==> src/mq_pkg.sv <==
// shared constants, register map and types for the multi-queue flag block
package mq_pkg;
  // ==========================================================
  // geometry
  localparam int NQ    = 4;
  localparam int QA_W  = 2;
  localparam int D_W   = 16;
  localparam int CNT_W = 18;
  localparam int AXI_AW = 8;
  localparam int CFG_W = 4;
  // ==========================================================
  // register map
  localparam logic [AXI_AW-1:0] ADDR_CONFIG = 8'h00;
  localparam logic [AXI_AW-1:0] ADDR_STATUS = 8'h04;
  localparam logic [AXI_AW-1:0] ADDR_DEPTH  = 8'h10;
  localparam logic [AXI_AW-1:0] ADDR_AF_OFF = 8'h20;
  localparam logic [AXI_AW-1:0] ADDR_AE_OFF = 8'h30;
  localparam logic [AXI_AW-1:0] QSTEP       = 8'h04;
  localparam int CFG_IN9  = 0;
  localparam int CFG_OUT9 = 1;
  localparam int CFG_DF   = 2;
  localparam int CFG_PROG = 3;
  localparam logic [CFG_W-1:0] CONFIG_RESET = 4'h0;
  localparam logic [D_W-1:0]   DEPTH_RESET  = 16'h0100;
  localparam logic [D_W-1:0]   OFF_RESET    = 16'h0008;
  localparam logic [D_W-1:0]   OFF_DF_LO    = 16'h0008;
  localparam logic [D_W-1:0]   OFF_DF_HI    = 16'h0080;
  localparam logic [1:0]       RESP_OKAY    = 2'h0;
  localparam logic [1:0]       RESP_SLVERR  = 2'h2;
  // ==========================================================
  // flag vector layout and occupancy units
  localparam int F_FULL  = 0;
  localparam int F_AF    = 1;
  localparam int F_AE    = 2;
  localparam int F_EMPTY = 3;
  localparam logic [1:0] UNIT_BYTE = 2'h1;
  localparam logic [1:0] UNIT_WORD = 2'h2;
  localparam logic [1:0] AGE_MAX   = 2'h3;
  typedef enum {SEL_STEADY, SEL_SWITCH} sel_state_t;
endpackage

==> src/cfg_if.sv <==
// configuration and status bundle between register slave and flag core
interface cfg_if;
  import mq_pkg::*;
  logic                    in9;
  logic                    out9;
  logic [NQ-1:0][D_W-1:0]  depth;
  logic [NQ-1:0][D_W-1:0]  af_off;
  logic [NQ-1:0][D_W-1:0]  ae_off;
  logic [4*NQ-1:0]         status;
  modport regs (output in9, output out9, output depth, output af_off, output ae_off, input status);
  modport core (input in9, input out9, input depth, input af_off, input ae_off, output status);
endinterface

==> src/queue_counters.sv <==
// per-queue write and read totals with the one-cycle cross-port skew stage
module queue_counters
  import mq_pkg::*;
(
  input  wire logic                        aclk,
  input  wire logic                        aresetn,
  input  wire logic                        wr_go,
  input  wire logic [QA_W-1:0]             wr_q,
  input  wire logic [1:0]                  wr_units,
  input  wire logic                        rd_go,
  input  wire logic [QA_W-1:0]             rd_q,
  input  wire logic [1:0]                  rd_units,
  output wire logic [NQ-1:0][CNT_W-1:0]    fill_w,
  output wire logic [NQ-1:0][CNT_W-1:0]    fill_r,
  output wire logic [NQ-1:0][CNT_W-1:0]    fill_w_next,
  output wire logic [NQ-1:0][CNT_W-1:0]    fill_r_next
);
  // ==========================================================
  // one counter set per queue
  for (genvar q = 0; q < NQ; q++) begin : g_q
    logic [CNT_W-1:0] wr_total, rd_total, wr_sync, rd_sync, next_wr, next_rd;
    // totals advance by the port width in byte units
    assign next_wr = (wr_go && wr_q == QA_W'(q)) ? wr_total + CNT_W'(wr_units) : wr_total;
    assign next_rd = (rd_go && rd_q == QA_W'(q)) ? rd_total + CNT_W'(rd_units) : rd_total;
    // each port sees the other port's total one stage late
    always_ff @(posedge aclk) begin
      if (!aresetn) begin
        wr_total <= '0;
        rd_total <= '0;
        wr_sync  <= '0;
        rd_sync  <= '0;
      end else begin
        wr_total <= next_wr;
        rd_total <= next_rd;
        wr_sync  <= wr_total;
        rd_sync  <= rd_total;
      end
    end
    // occupancy as seen from each port
    assign fill_w[q]      = wr_total - rd_sync;
    assign fill_w_next[q] = next_wr - rd_sync;
    assign fill_r[q]      = wr_sync - rd_total;
    assign fill_r_next[q] = wr_sync - next_rd;
  end
endmodule

==> src/axi_regs.sv <==
// axi4-lite register slave for queue geometry, offsets and status
module axi_regs
  import mq_pkg::*;
(
  input  wire logic              aclk,
  input  wire logic              aresetn,
  input  wire logic              awvalid,
  output wire logic              awready,
  input  wire logic [AXI_AW-1:0] awaddr,
  input  wire logic              wvalid,
  output wire logic              wready,
  input  wire logic [31:0]       wdata,
  input  wire logic [3:0]        wstrb,
  output logic                   bvalid,
  input  wire logic              bready,
  output logic [1:0]             bresp,
  input  wire logic              arvalid,
  output wire logic              arready,
  input  wire logic [AXI_AW-1:0] araddr,
  output logic                   rvalid,
  input  wire logic              rready,
  output logic [31:0]            rdata,
  output logic [1:0]             rresp,
  cfg_if.regs                    cfg
);
  logic                   aw_got, w_got;
  logic [AXI_AW-1:0]      aw_addr;
  logic [31:0]            w_data;
  logic [3:0]             w_strb;
  logic [CFG_W-1:0]       config_reg;
  logic [NQ-1:0][D_W-1:0] depth, af_reg, ae_reg;
  wire                    do_wr = aw_got && w_got;

  // decode of every implemented address
  function automatic logic mapped(input logic [AXI_AW-1:0] a);
    mapped = (a == ADDR_CONFIG) || (a == ADDR_STATUS);
    for (int q = 0; q < NQ; q++) begin
      mapped = mapped || (a == ADDR_DEPTH + 8'(q) * QSTEP) || (a == ADDR_AF_OFF + 8'(q) * QSTEP)
               || (a == ADDR_AE_OFF + 8'(q) * QSTEP);
    end
  endfunction
  // byte-lane merge of a 16-bit field
  function automatic logic [D_W-1:0] merge(input logic [D_W-1:0] old, input logic [31:0] d, input logic [3:0] s);
    merge = {s[1] ? d[15:8] : old[15:8], s[0] ? d[7:0] : old[7:0]};
  endfunction

  // ==========================================================
  // write channels, taken in either order
  assign awready = !aw_got && !bvalid;
  assign wready  = !w_got && !bvalid;
  assign arready = !rvalid;
  always_ff @(posedge aclk) begin
    if (!aresetn) begin
      aw_got  <= 1'b0;
      w_got   <= 1'b0;
      aw_addr <= '0;
      w_data  <= '0;
      w_strb  <= '0;
    end else if (do_wr) begin
      aw_got <= 1'b0;
      w_got  <= 1'b0;
    end else begin
      if (awvalid && awready) begin
        aw_got  <= 1'b1;
        aw_addr <= awaddr;
      end
      if (wvalid && wready) begin
        w_got  <= 1'b1;
        w_data <= wdata;
        w_strb <= wstrb;
      end
    end
  end
  // write response, error on unmapped address
  always_ff @(posedge aclk) begin
    if (!aresetn) begin
      bvalid <= 1'b0;
      bresp  <= RESP_OKAY;
    end else if (do_wr) begin
      bvalid <= 1'b1;
      bresp  <= mapped(aw_addr) ? RESP_OKAY : RESP_SLVERR;
    end else if (bready) begin
      bvalid <= 1'b0;
    end
  end
  // configuration and per-queue registers
  always_ff @(posedge aclk) begin
    if (!aresetn) begin
      config_reg <= CONFIG_RESET;
      for (int q = 0; q < NQ; q++) begin
        depth[q]  <= DEPTH_RESET;
        af_reg[q] <= OFF_RESET;
        ae_reg[q] <= OFF_RESET;
      end
    end else if (do_wr) begin
      if (aw_addr == ADDR_CONFIG && w_strb[0]) begin
        config_reg <= w_data[CFG_W-1:0];
      end
      for (int q = 0; q < NQ; q++) begin
        if (aw_addr == ADDR_DEPTH + 8'(q) * QSTEP) depth[q] <= merge(depth[q], w_data, w_strb);
        if (aw_addr == ADDR_AF_OFF + 8'(q) * QSTEP) af_reg[q] <= merge(af_reg[q], w_data, w_strb);
        if (aw_addr == ADDR_AE_OFF + 8'(q) * QSTEP) ae_reg[q] <= merge(ae_reg[q], w_data, w_strb);
      end
    end
  end
  // read channel
  always_ff @(posedge aclk) begin
    if (!aresetn) begin
      rvalid <= 1'b0;
      rdata  <= '0;
      rresp  <= RESP_OKAY;
    end else if (arvalid && arready) begin
      rvalid <= 1'b1;
      rresp  <= mapped(araddr) ? RESP_OKAY : RESP_SLVERR;
      rdata  <= '0;
      if (araddr == ADDR_CONFIG) rdata <= 32'(config_reg);
      if (araddr == ADDR_STATUS) rdata <= 32'(cfg.status);
      for (int q = 0; q < NQ; q++) begin
        if (araddr == ADDR_DEPTH + 8'(q) * QSTEP) rdata <= 32'(depth[q]);
        if (araddr == ADDR_AF_OFF + 8'(q) * QSTEP) rdata <= 32'(af_reg[q]);
        if (araddr == ADDR_AE_OFF + 8'(q) * QSTEP) rdata <= 32'(ae_reg[q]);
      end
    end else if (rready) begin
      rvalid <= 1'b0;
    end
  end
  // effective offsets: programmed or one of two defaults
  always_comb begin
    cfg.in9   = config_reg[CFG_IN9];
    cfg.out9  = config_reg[CFG_OUT9];
    cfg.depth = depth;
    for (int q = 0; q < NQ; q++) begin
      cfg.af_off[q] = config_reg[CFG_PROG] ? af_reg[q] : (config_reg[CFG_DF] ? OFF_DF_HI : OFF_DF_LO);
      cfg.ae_off[q] = config_reg[CFG_PROG] ? ae_reg[q] : (config_reg[CFG_DF] ? OFF_DF_HI : OFF_DF_LO);
    end
  end
endmodule

==> src/multi_queue_flags.sv <==
// active-queue full, almost-full, almost-empty and output-valid flags of a four-queue buffer
// ==========================================================
// Function
// - almost-full kept per queue, output shows only the write-selected queue
// - each queue has its own almost-full offset, programmed or default 8/128
// - write select taken on strobe edge, flags show new queue two edges later
// - almost-full goes low two cycles after the write reaching the boundary
// - read releases almost-full one cycle after the skew stage
// - almost-full output changes on clock edges only; stored status follows reads
// - almost-empty kept per queue, output shows only the read-selected queue
// - each queue has its own almost-empty offset, programmed or default 8/128
// - read select taken on strobe edge, flags show new queue two edges later
// - almost-empty goes low two cycles after the read reaching the boundary
// - write releases almost-empty one cycle after the skew stage
// - almost-empty output changes on clock edges only; stored status follows writes
// - output-valid low after first write, or second write for 9-in 18-out
// - output-valid low one cycle after write plus skew, high on read edge
// - full after D+1 writes with both ports selected, D otherwise, 18-to-9 always D
// - 9-in 18-out with both ports selected: full after 2(D+1) writes
// - 9-in 18-out with only write port selected: full after 2D writes
// - full low on the filling write edge, released after read plus skew
// - flags active low; almost-full at D+1-m writes, almost-empty clears at n+2
module multi_queue_flags
  import mq_pkg::*;
(
  input  wire logic              aclk,
  input  wire logic              aresetn,
  input  wire logic              awvalid,
  output wire logic              awready,
  input  wire logic [AXI_AW-1:0] awaddr,
  input  wire logic              wvalid,
  output wire logic              wready,
  input  wire logic [31:0]       wdata,
  input  wire logic [3:0]        wstrb,
  output wire logic              bvalid,
  input  wire logic              bready,
  output wire logic [1:0]        bresp,
  input  wire logic              arvalid,
  output wire logic              arready,
  input  wire logic [AXI_AW-1:0] araddr,
  output wire logic              rvalid,
  input  wire logic              rready,
  output wire logic [31:0]       rdata,
  output wire logic [1:0]        rresp,
  input  wire logic [QA_W-1:0]   write_queue_addr,
  input  wire logic              write_addr_strobe,
  input  wire logic              write_req,
  input  wire logic [QA_W-1:0]   read_queue_addr,
  input  wire logic              read_addr_strobe,
  input  wire logic              read_req,
  output logic                   full_n,
  output logic                   almost_full_n,
  output logic                   output_valid_n,
  output logic                   almost_empty_n
);
  // ==========================================================
  // register slave
  cfg_if cfg ();

  axi_regs regs (
    .aclk    (aclk),
    .aresetn (aresetn),
    .awvalid (awvalid),
    .awready (awready),
    .awaddr  (awaddr),
    .wvalid  (wvalid),
    .wready  (wready),
    .wdata   (wdata),
    .wstrb   (wstrb),
    .bvalid  (bvalid),
    .bready  (bready),
    .bresp   (bresp),
    .arvalid (arvalid),
    .arready (arready),
    .araddr  (araddr),
    .rvalid  (rvalid),
    .rready  (rready),
    .rdata   (rdata),
    .rresp   (rresp),
    .cfg     (cfg.regs)
  );

  // ==========================================================
  // queue selection on both ports
  logic [QA_W-1:0] wsel, rsel;
  sel_state_t      wstate, rstate;
  logic [1:0]      w_age, r_age;

  // write-port selection, one hold cycle after each strobe
  always_ff @(posedge aclk) begin
    if (!aresetn) begin
      wsel   <= '0;
      wstate <= SEL_STEADY;
    end else begin
      if (write_addr_strobe) wsel <= write_queue_addr;
      case (wstate)
        SEL_STEADY: wstate <= write_addr_strobe ? SEL_SWITCH : SEL_STEADY;
        SEL_SWITCH: wstate <= write_addr_strobe ? SEL_SWITCH : SEL_STEADY;
        default:    wstate <= SEL_STEADY;
      endcase
    end
  end
  // read-port selection, one hold cycle after each strobe
  always_ff @(posedge aclk) begin
    if (!aresetn) begin
      rsel   <= '0;
      rstate <= SEL_STEADY;
    end else begin
      if (read_addr_strobe) rsel <= read_queue_addr;
      case (rstate)
        SEL_STEADY: rstate <= read_addr_strobe ? SEL_SWITCH : SEL_STEADY;
        SEL_SWITCH: rstate <= read_addr_strobe ? SEL_SWITCH : SEL_STEADY;
        default:    rstate <= SEL_STEADY;
      endcase
    end
  end
  // cycles since the last strobe, saturating
  always_ff @(posedge aclk) begin
    if (!aresetn) begin
      w_age <= '0;
      r_age <= '0;
    end else begin
      w_age <= write_addr_strobe ? 2'h0 : ((w_age == AGE_MAX) ? AGE_MAX : w_age + 2'h1);
      r_age <= read_addr_strobe ? 2'h0 : ((r_age == AGE_MAX) ? AGE_MAX : r_age + 2'h1);
    end
  end

  // ==========================================================
  // bus matching: occupancy is counted in 9-bit units
  wire                 split = !cfg.in9 && cfg.out9;   // 18 in, 9 out
  wire                 wide  = !(cfg.in9 && cfg.out9); // one depth entry is two units
  wire [1:0]           win_u  = cfg.in9 ? UNIT_BYTE : UNIT_WORD;
  wire [1:0]           wout_u = cfg.out9 ? UNIT_BYTE : UNIT_WORD;
  wire [CNT_W-1:0]     need   = {{(CNT_W-2){1'b0}}, wout_u};
  wire [CNT_W-1:0]     unit   = {{(CNT_W-2){1'b0}}, wide ? UNIT_WORD : UNIT_BYTE};

  // depth or offset scaled to units
  function automatic logic [CNT_W-1:0] scale(input logic [D_W-1:0] v, input logic two);
    scale = two ? {1'b0, v, 1'b0} : {2'b00, v};
  endfunction
  // flag vector from an occupancy and the queue thresholds
  function automatic logic [3:0] flags_of(input logic [CNT_W-1:0] fill, input logic [CNT_W-1:0] cap,
                                          input logic [CNT_W-1:0] afthr, input logic [CNT_W-1:0] aethr,
                                          input logic [CNT_W-1:0] nd);
    flags_of = {fill < nd, fill < aethr, fill >= afthr, fill >= cap};
  endfunction

  // ==========================================================
  // occupancy counters
  wire [NQ-1:0][CNT_W-1:0] fill_w, fill_r, fill_w_next, fill_r_next;
  wire [NQ-1:0][3:0]       wflags, rflags, wflags_next, rflags_next;
  logic [NQ-1:0]           primed;
  logic                    af_pipe, ae_pipe;
  // writes refused while full or switching, reads while no valid word or switching
  wire                     wr_go = write_req && full_n && wstate == SEL_STEADY;
  wire                     rd_go = read_req && !output_valid_n && rstate == SEL_STEADY;

  queue_counters counters (
    .aclk        (aclk),
    .aresetn     (aresetn),
    .wr_go       (wr_go),
    .wr_q        (wsel),
    .wr_units    (win_u),
    .rd_go       (rd_go),
    .rd_q        (rsel),
    .rd_units    (wout_u),
    .fill_w      (fill_w),
    .fill_r      (fill_r),
    .fill_w_next (fill_w_next),
    .fill_r_next (fill_r_next)
  );

  // per-queue thresholds and stored status of every queue
  for (genvar q = 0; q < NQ; q++) begin : g_thr
    wire [CNT_W-1:0] m_u = scale(cfg.af_off[q], wide);
    // output register holds one word once the read port owns the queue, except 18-to-9
    wire [CNT_W-1:0] cap = scale(cfg.depth[q], wide) + ((primed[q] && !split) ? need : '0);
    // almost-full at cap minus offset, i.e. D+1-m writes
    wire [CNT_W-1:0] afthr = (m_u >= cap) ? '0 : cap - m_u;
    // almost-empty clears at n+2 writes (n+1 for 18-to-9)
    wire [CNT_W-1:0] aethr = scale(cfg.ae_off[q], wide) + need + (split ? '0 : unit);
    // output-valid once a whole output word is present
    assign wflags[q]      = flags_of(fill_w[q], cap, afthr, aethr, need);
    assign wflags_next[q] = flags_of(fill_w_next[q], cap, afthr, aethr, need);
    assign rflags[q]      = flags_of(fill_r[q], cap, afthr, aethr, need);
    assign rflags_next[q] = flags_of(fill_r_next[q], cap, afthr, aethr, need);
  end

  // fall-through credit: set while read port owns the queue, dropped when it drains
  always_ff @(posedge aclk) begin
    if (!aresetn) begin
      primed <= '0;
    end else begin
      for (int q = 0; q < NQ; q++) begin
        if (rsel == QA_W'(q) && rstate == SEL_STEADY) primed[q] <= 1'b1;
        else if (fill_r[q] == '0) primed[q] <= 1'b0;
      end
    end
  end

  // status word for software
  always_comb begin
    cfg.status = '0;
    for (int q = 0; q < NQ; q++) begin
      cfg.status[q]        = wflags[q][F_FULL];
      cfg.status[NQ+q]     = wflags[q][F_AF];
      cfg.status[2*NQ+q]   = rflags[q][F_AE];
      cfg.status[3*NQ+q]   = rflags[q][F_EMPTY];
    end
  end

  // ==========================================================
  // active-queue outputs
  wire [3:0] w_cur = wflags[wsel];
  wire [3:0] w_nxt = wflags_next[wsel];
  wire [3:0] r_cur = rflags[rsel];
  wire [3:0] r_nxt = rflags_next[rsel];
  wire       af_now = w_cur[F_AF];
  wire       ae_now = r_cur[F_AE];

  // full on the filling write edge, held during a switch
  always_ff @(posedge aclk) begin
    if (!aresetn) full_n <= 1'b1;
    else if (wstate == SEL_STEADY) full_n <= !w_nxt[F_FULL];
  end
  // almost-full double registered; release needs only the current stage
  always_ff @(posedge aclk) begin
    if (!aresetn) begin
      af_pipe       <= 1'b0;
      almost_full_n <= 1'b1;
    end else begin
      af_pipe <= af_now;
      if (wstate == SEL_STEADY) almost_full_n <= !(af_pipe && af_now);
    end
  end
  // output-valid: low after write plus skew, high on the read edge
  always_ff @(posedge aclk) begin
    if (!aresetn) output_valid_n <= 1'b1;
    else if (rstate == SEL_STEADY) output_valid_n <= r_nxt[F_EMPTY];
  end
  // almost-empty double registered; release needs only the current stage
  always_ff @(posedge aclk) begin
    if (!aresetn) begin
      ae_pipe        <= 1'b1;
      almost_empty_n <= 1'b0;
    end else begin
      ae_pipe <= ae_now;
      if (rstate == SEL_STEADY) almost_empty_n <= !(ae_pipe && ae_now);
    end
  end
endmodule

==> config.mk <==
export PLATFORM = sky130hd
export DESIGN_NAME = multi_queue_flags
export DESIGN_NICKNAME = d
export VERILOG_FILES = /design/src/mq_pkg.sv /design/src/cfg_if.sv /design/src/queue_counters.sv /design/src/axi_regs.sv /design/src/multi_queue_flags.sv
export SDC_FILE = /design/constraint.sdc
export NUM_CORES = 2
export LEC_CHECK = 0
export BUFFER_PORTS_ARGS = -buffer_cell sky130_fd_sc_hd__clkbuf_2
export CORE_AREA = 5 5 322 324
export DETAILED_ROUTE_END_ITERATION = 10
export DIE_AREA = 0 0 327 329
export PLACE_DENSITY = 0.83
export SLEW_MARGIN = 20
export SYNTH_ARGS = -nofsm -noshare
export SYNTH_HDL_FRONTEND = slang
export SYNTH_HIERARCHICAL = 1
export SYNTH_SLANG_ARGS = --single-unit
==> constraint.sdc <==
create_clock -name aclk -period 8.4 [get_ports aclk]
set_input_delay 1.26 -clock aclk [delete_from_list [all_inputs] [get_ports aclk]]
set_output_delay 1.26 -clock aclk [all_outputs]
set_load 0.02 [all_outputs]
==> results_dict.tcl <==
set metrics [dict create \
    run_status "complete, no violations" \
    maxCapViolCount 0 \
    worstSetupEndpointType "register" \
    synth.cell_area_mm2 0.0548 \
    synth_cells 7193 \
    grt.overflow.total 0 \
    async_reset_ff_share_pct 0 \
    first_pass_iters 8 \
    synth_common_cells "nand2_1, ha_1, dfxtp_1" \
    grt_pass1_wl_mm 269 \
    cts.root.buffer_cell "clkbuf_16" \
    timing.fmax_mhz 127 \
    timing.clock.skew_ns 0.0265 \
    worstPathArrival_ns 8.51 \
    fin_crit_sh_pct 94.1 \
    required_ns 9.01 \
    transition_at_the_pin_with_the_smallest_max_transition_slack_ns 1.27 \
    post-synth-top-count-cell "nand2_1" \
    endpoints_failing_setup 0 \
    cts-hold-fix-buffers 0 \
    filler_cell_count 8898 \
    final-seq-area_mm2 0.0110 \
    final_layout_size_suffix_gt1_share_pct 5.34 \
    clock_tree.buffer_depth 3 \
    setup-tns-final_ns 0 \
    top_sig_layer "met5" \
    globalRouteTotalUtil_pct 30.6 \
    clock_input_transition_at_the_sequential_cells_of_the_worst_setup_and_hold_paths_ns 0.07 \
    finalHoldViolCount 0 \
    worst_hold_path_type "register to register" \
    post-cts-setup-buffers 0 \
    synth_flop_type "dfxtp_1" \
    cts_made_buffers 60 \
    critPathKind "register to register" \
    clock_tree.htree_level_count 2 \
    max_slew_margin_pct 15.0 \
    floorplan.die_area_mm2 0.108 \
    start_util_pct 54.3 \
    vias_in_the_first_global_route 49700 \
    weighted_congestion_reported_at_the_end_of_routability_driven_placement 1.04 \
    multi_input_area_mm2 0.0410 \
    synth_edf_count 0 \
    ant_nets 0 \
    cts-resized-gates 0 \
    coreArea_mm2 0.101 \
    buffer_ports.inserted 75 \
    routed-wl-met2_mm 73.6 \
    worst_vdd_rail_ir_drop_mv 0.165 \
    yosys_warnings 6 \
    power.total_mw 6.70 \
    critical-path-top-cell-by-count "nand2_1" \
    postLayoutCoreUtil_pct 57.8 \
    power_density_mw_per_mm2 115 \
    wl_mm 172 \
    synth_top_area_share_pct 20.0 \
    post_drt_wl_per_cell_um 20.4 \
    max_stage_delay_ns 0.69 \
    crit_slowest_cell "nor2_1" \
    synth.area.top_cells "dfxtp_1, ha_1, xnor2_1, nand2_1, and2_1" \
    routed-wl-met3_mm 17.7 \
    io-pin-count 112 \
    timing.critical_path.fanout_max 49 \
    route.detailed.vias_per_inst 6.24 \
    crit_path_start_kind "register" \
    drt_iter0_markers 5918 \
    clock_insertion_delay_worst_skew_ns 0.70 \
    synth_area_per_cell_um2 7.62 \
    antenna_found_initial 6 \
    area_delta_synth_final_pct 6.31 \
    yosysUniqueCellTypes 114 \
    tritoncts "done" \
    synth.ff_latch_count 548 \
    vias 52700 \
    row_count 117 \
    synth.yosys.seq_area_share_pct 20.0 \
    yosys.area.top_type "dfxtp_1" \
    chipHeight_um 329 \
    final_nets 7796 \
    grt_start_max_net_pins 244 \
    timing.final.max_slew_violations 0 \
    drt-met1-wl_mm 72.8 \
    period_needed_ns 7.90 \
    cts_num_sinks 548 \
    detailedPlacementHpwl_mm 131 \
    drc_violations_left 0 \
    floorplan.die.width_um 327 \
    static-leakage-power_nw 23.9 \
    rsz0062_at_grt "no" \
]
-- metrics by stage --
| step | setup slack (ns) | instance area [um^2] | hold slack [ns] | instances |
|---|---|---|---|---|
| floorplan | 0.0159 | 54900 | 0.423 | 7210 |
| global placement | 0.994 | 56000 | 0.438 | 8335 |
| detailed placement | 0.799 | 56000 | 0.452 | 8335 |
| CTS | 0.763 | 58200 | 0.465 | 8447 |
| global route | 0.0610 | 58200 | 0.470 | 8447 |
| finish | 0.500 | 58200 | 0.465 | 8449 |
-- power breakdown --
group	total (mW)	internal, mW	switching, mW
Clock	2.98	1.73	1.24
Combinational	1.02	0.393	0.628
Sequential	2.70	2.62	0.0757
Total	6.70	4.75	1.95
-- placed cells by master, fill, tap and decap left out, types with 152 or more instances in the layout --
master,synthesis,final
a21boi_0,232,232
a21oi_1,369,369
and2_1,401,400
dfxtp_1,548,544
ha_1,597,597
inv_1,398,398
nand2_1,847,847
nand3_1,373,373
nor2_1,405,398
nor2b_1,152,152
o21ai_0,277,277
xnor2_1,396,396
xor2_1,175,175
-- worst paths after layout --
path / slack [ns] / depth (start not counted) / startpoint / endpoint
worst max-delay path: 0.50 / 31 / regs/config_reg[0] / regs/rdata[4]
worst min-delay path: 0.47 / 1 / ae_pipe / almost_empty_n
worst max register to register: 0.50 / 31 / regs/config_reg[0] / regs/rdata[4]
worst min register to register: 0.47 / 1 / ae_pipe / almost_empty_n
-- per-layer routing --
layer | vias up | track usage, %
li1 | 25200 | -
met1 | 24700 | 41.0
met2 | 2326 | 47.6
met3 | 442 | 6.67
met4 | 8 | 13.0
met5 | - | 0
-- final cells by class --
type                       count  share of cell area (%)
antenna                        2                 0.00859
clock buffer                  75                    2.87
clock inverter                37                   0.909
inverter                     400                    2.59
multi-input combinational   5940                    70.4
sequential                   548                    18.8
tap                         1309                    2.81
timing repair buffer         138                    1.59
-- logic make-up (layout without fill, tap and decap cells) --
kind of cell / Yosys count / in the layout / synth area share [%]
XOR/XNOR: 577 / 577 / 9.38
other: 1 / 20 / 0.00684
AO/OA/AOI/OAI: 1674 / 1674 / 20.6
adder cells (fa/ha/maj): 663 / 663 / 15.6
AND/OR/NAND/NOR: 2889 / 2889 / 26.8
flip-flops: 548 / 548 / 20.0
multiplexers: 119 / 119 / 2.27
buffers and inverters: 722 / 650 / 5.34
-- worst max-delay path, delay by kind of cell, from the launching register on --
| family | cells | cell delay (ns) |
|---|---|---|
| AOI/OAI and AO/OA | 10 | 2.45 |
| DFF | 1 | 0.39 |
| xor gates and xnor gates | 1 | 0.15 |
| adders and majority gates | 4 | 1.42 |
| and+or+nand+nor | 14 | 2.99 |
| buffers and inverters | 2 | 0.35 |
(Power assumes the default switching activity.)
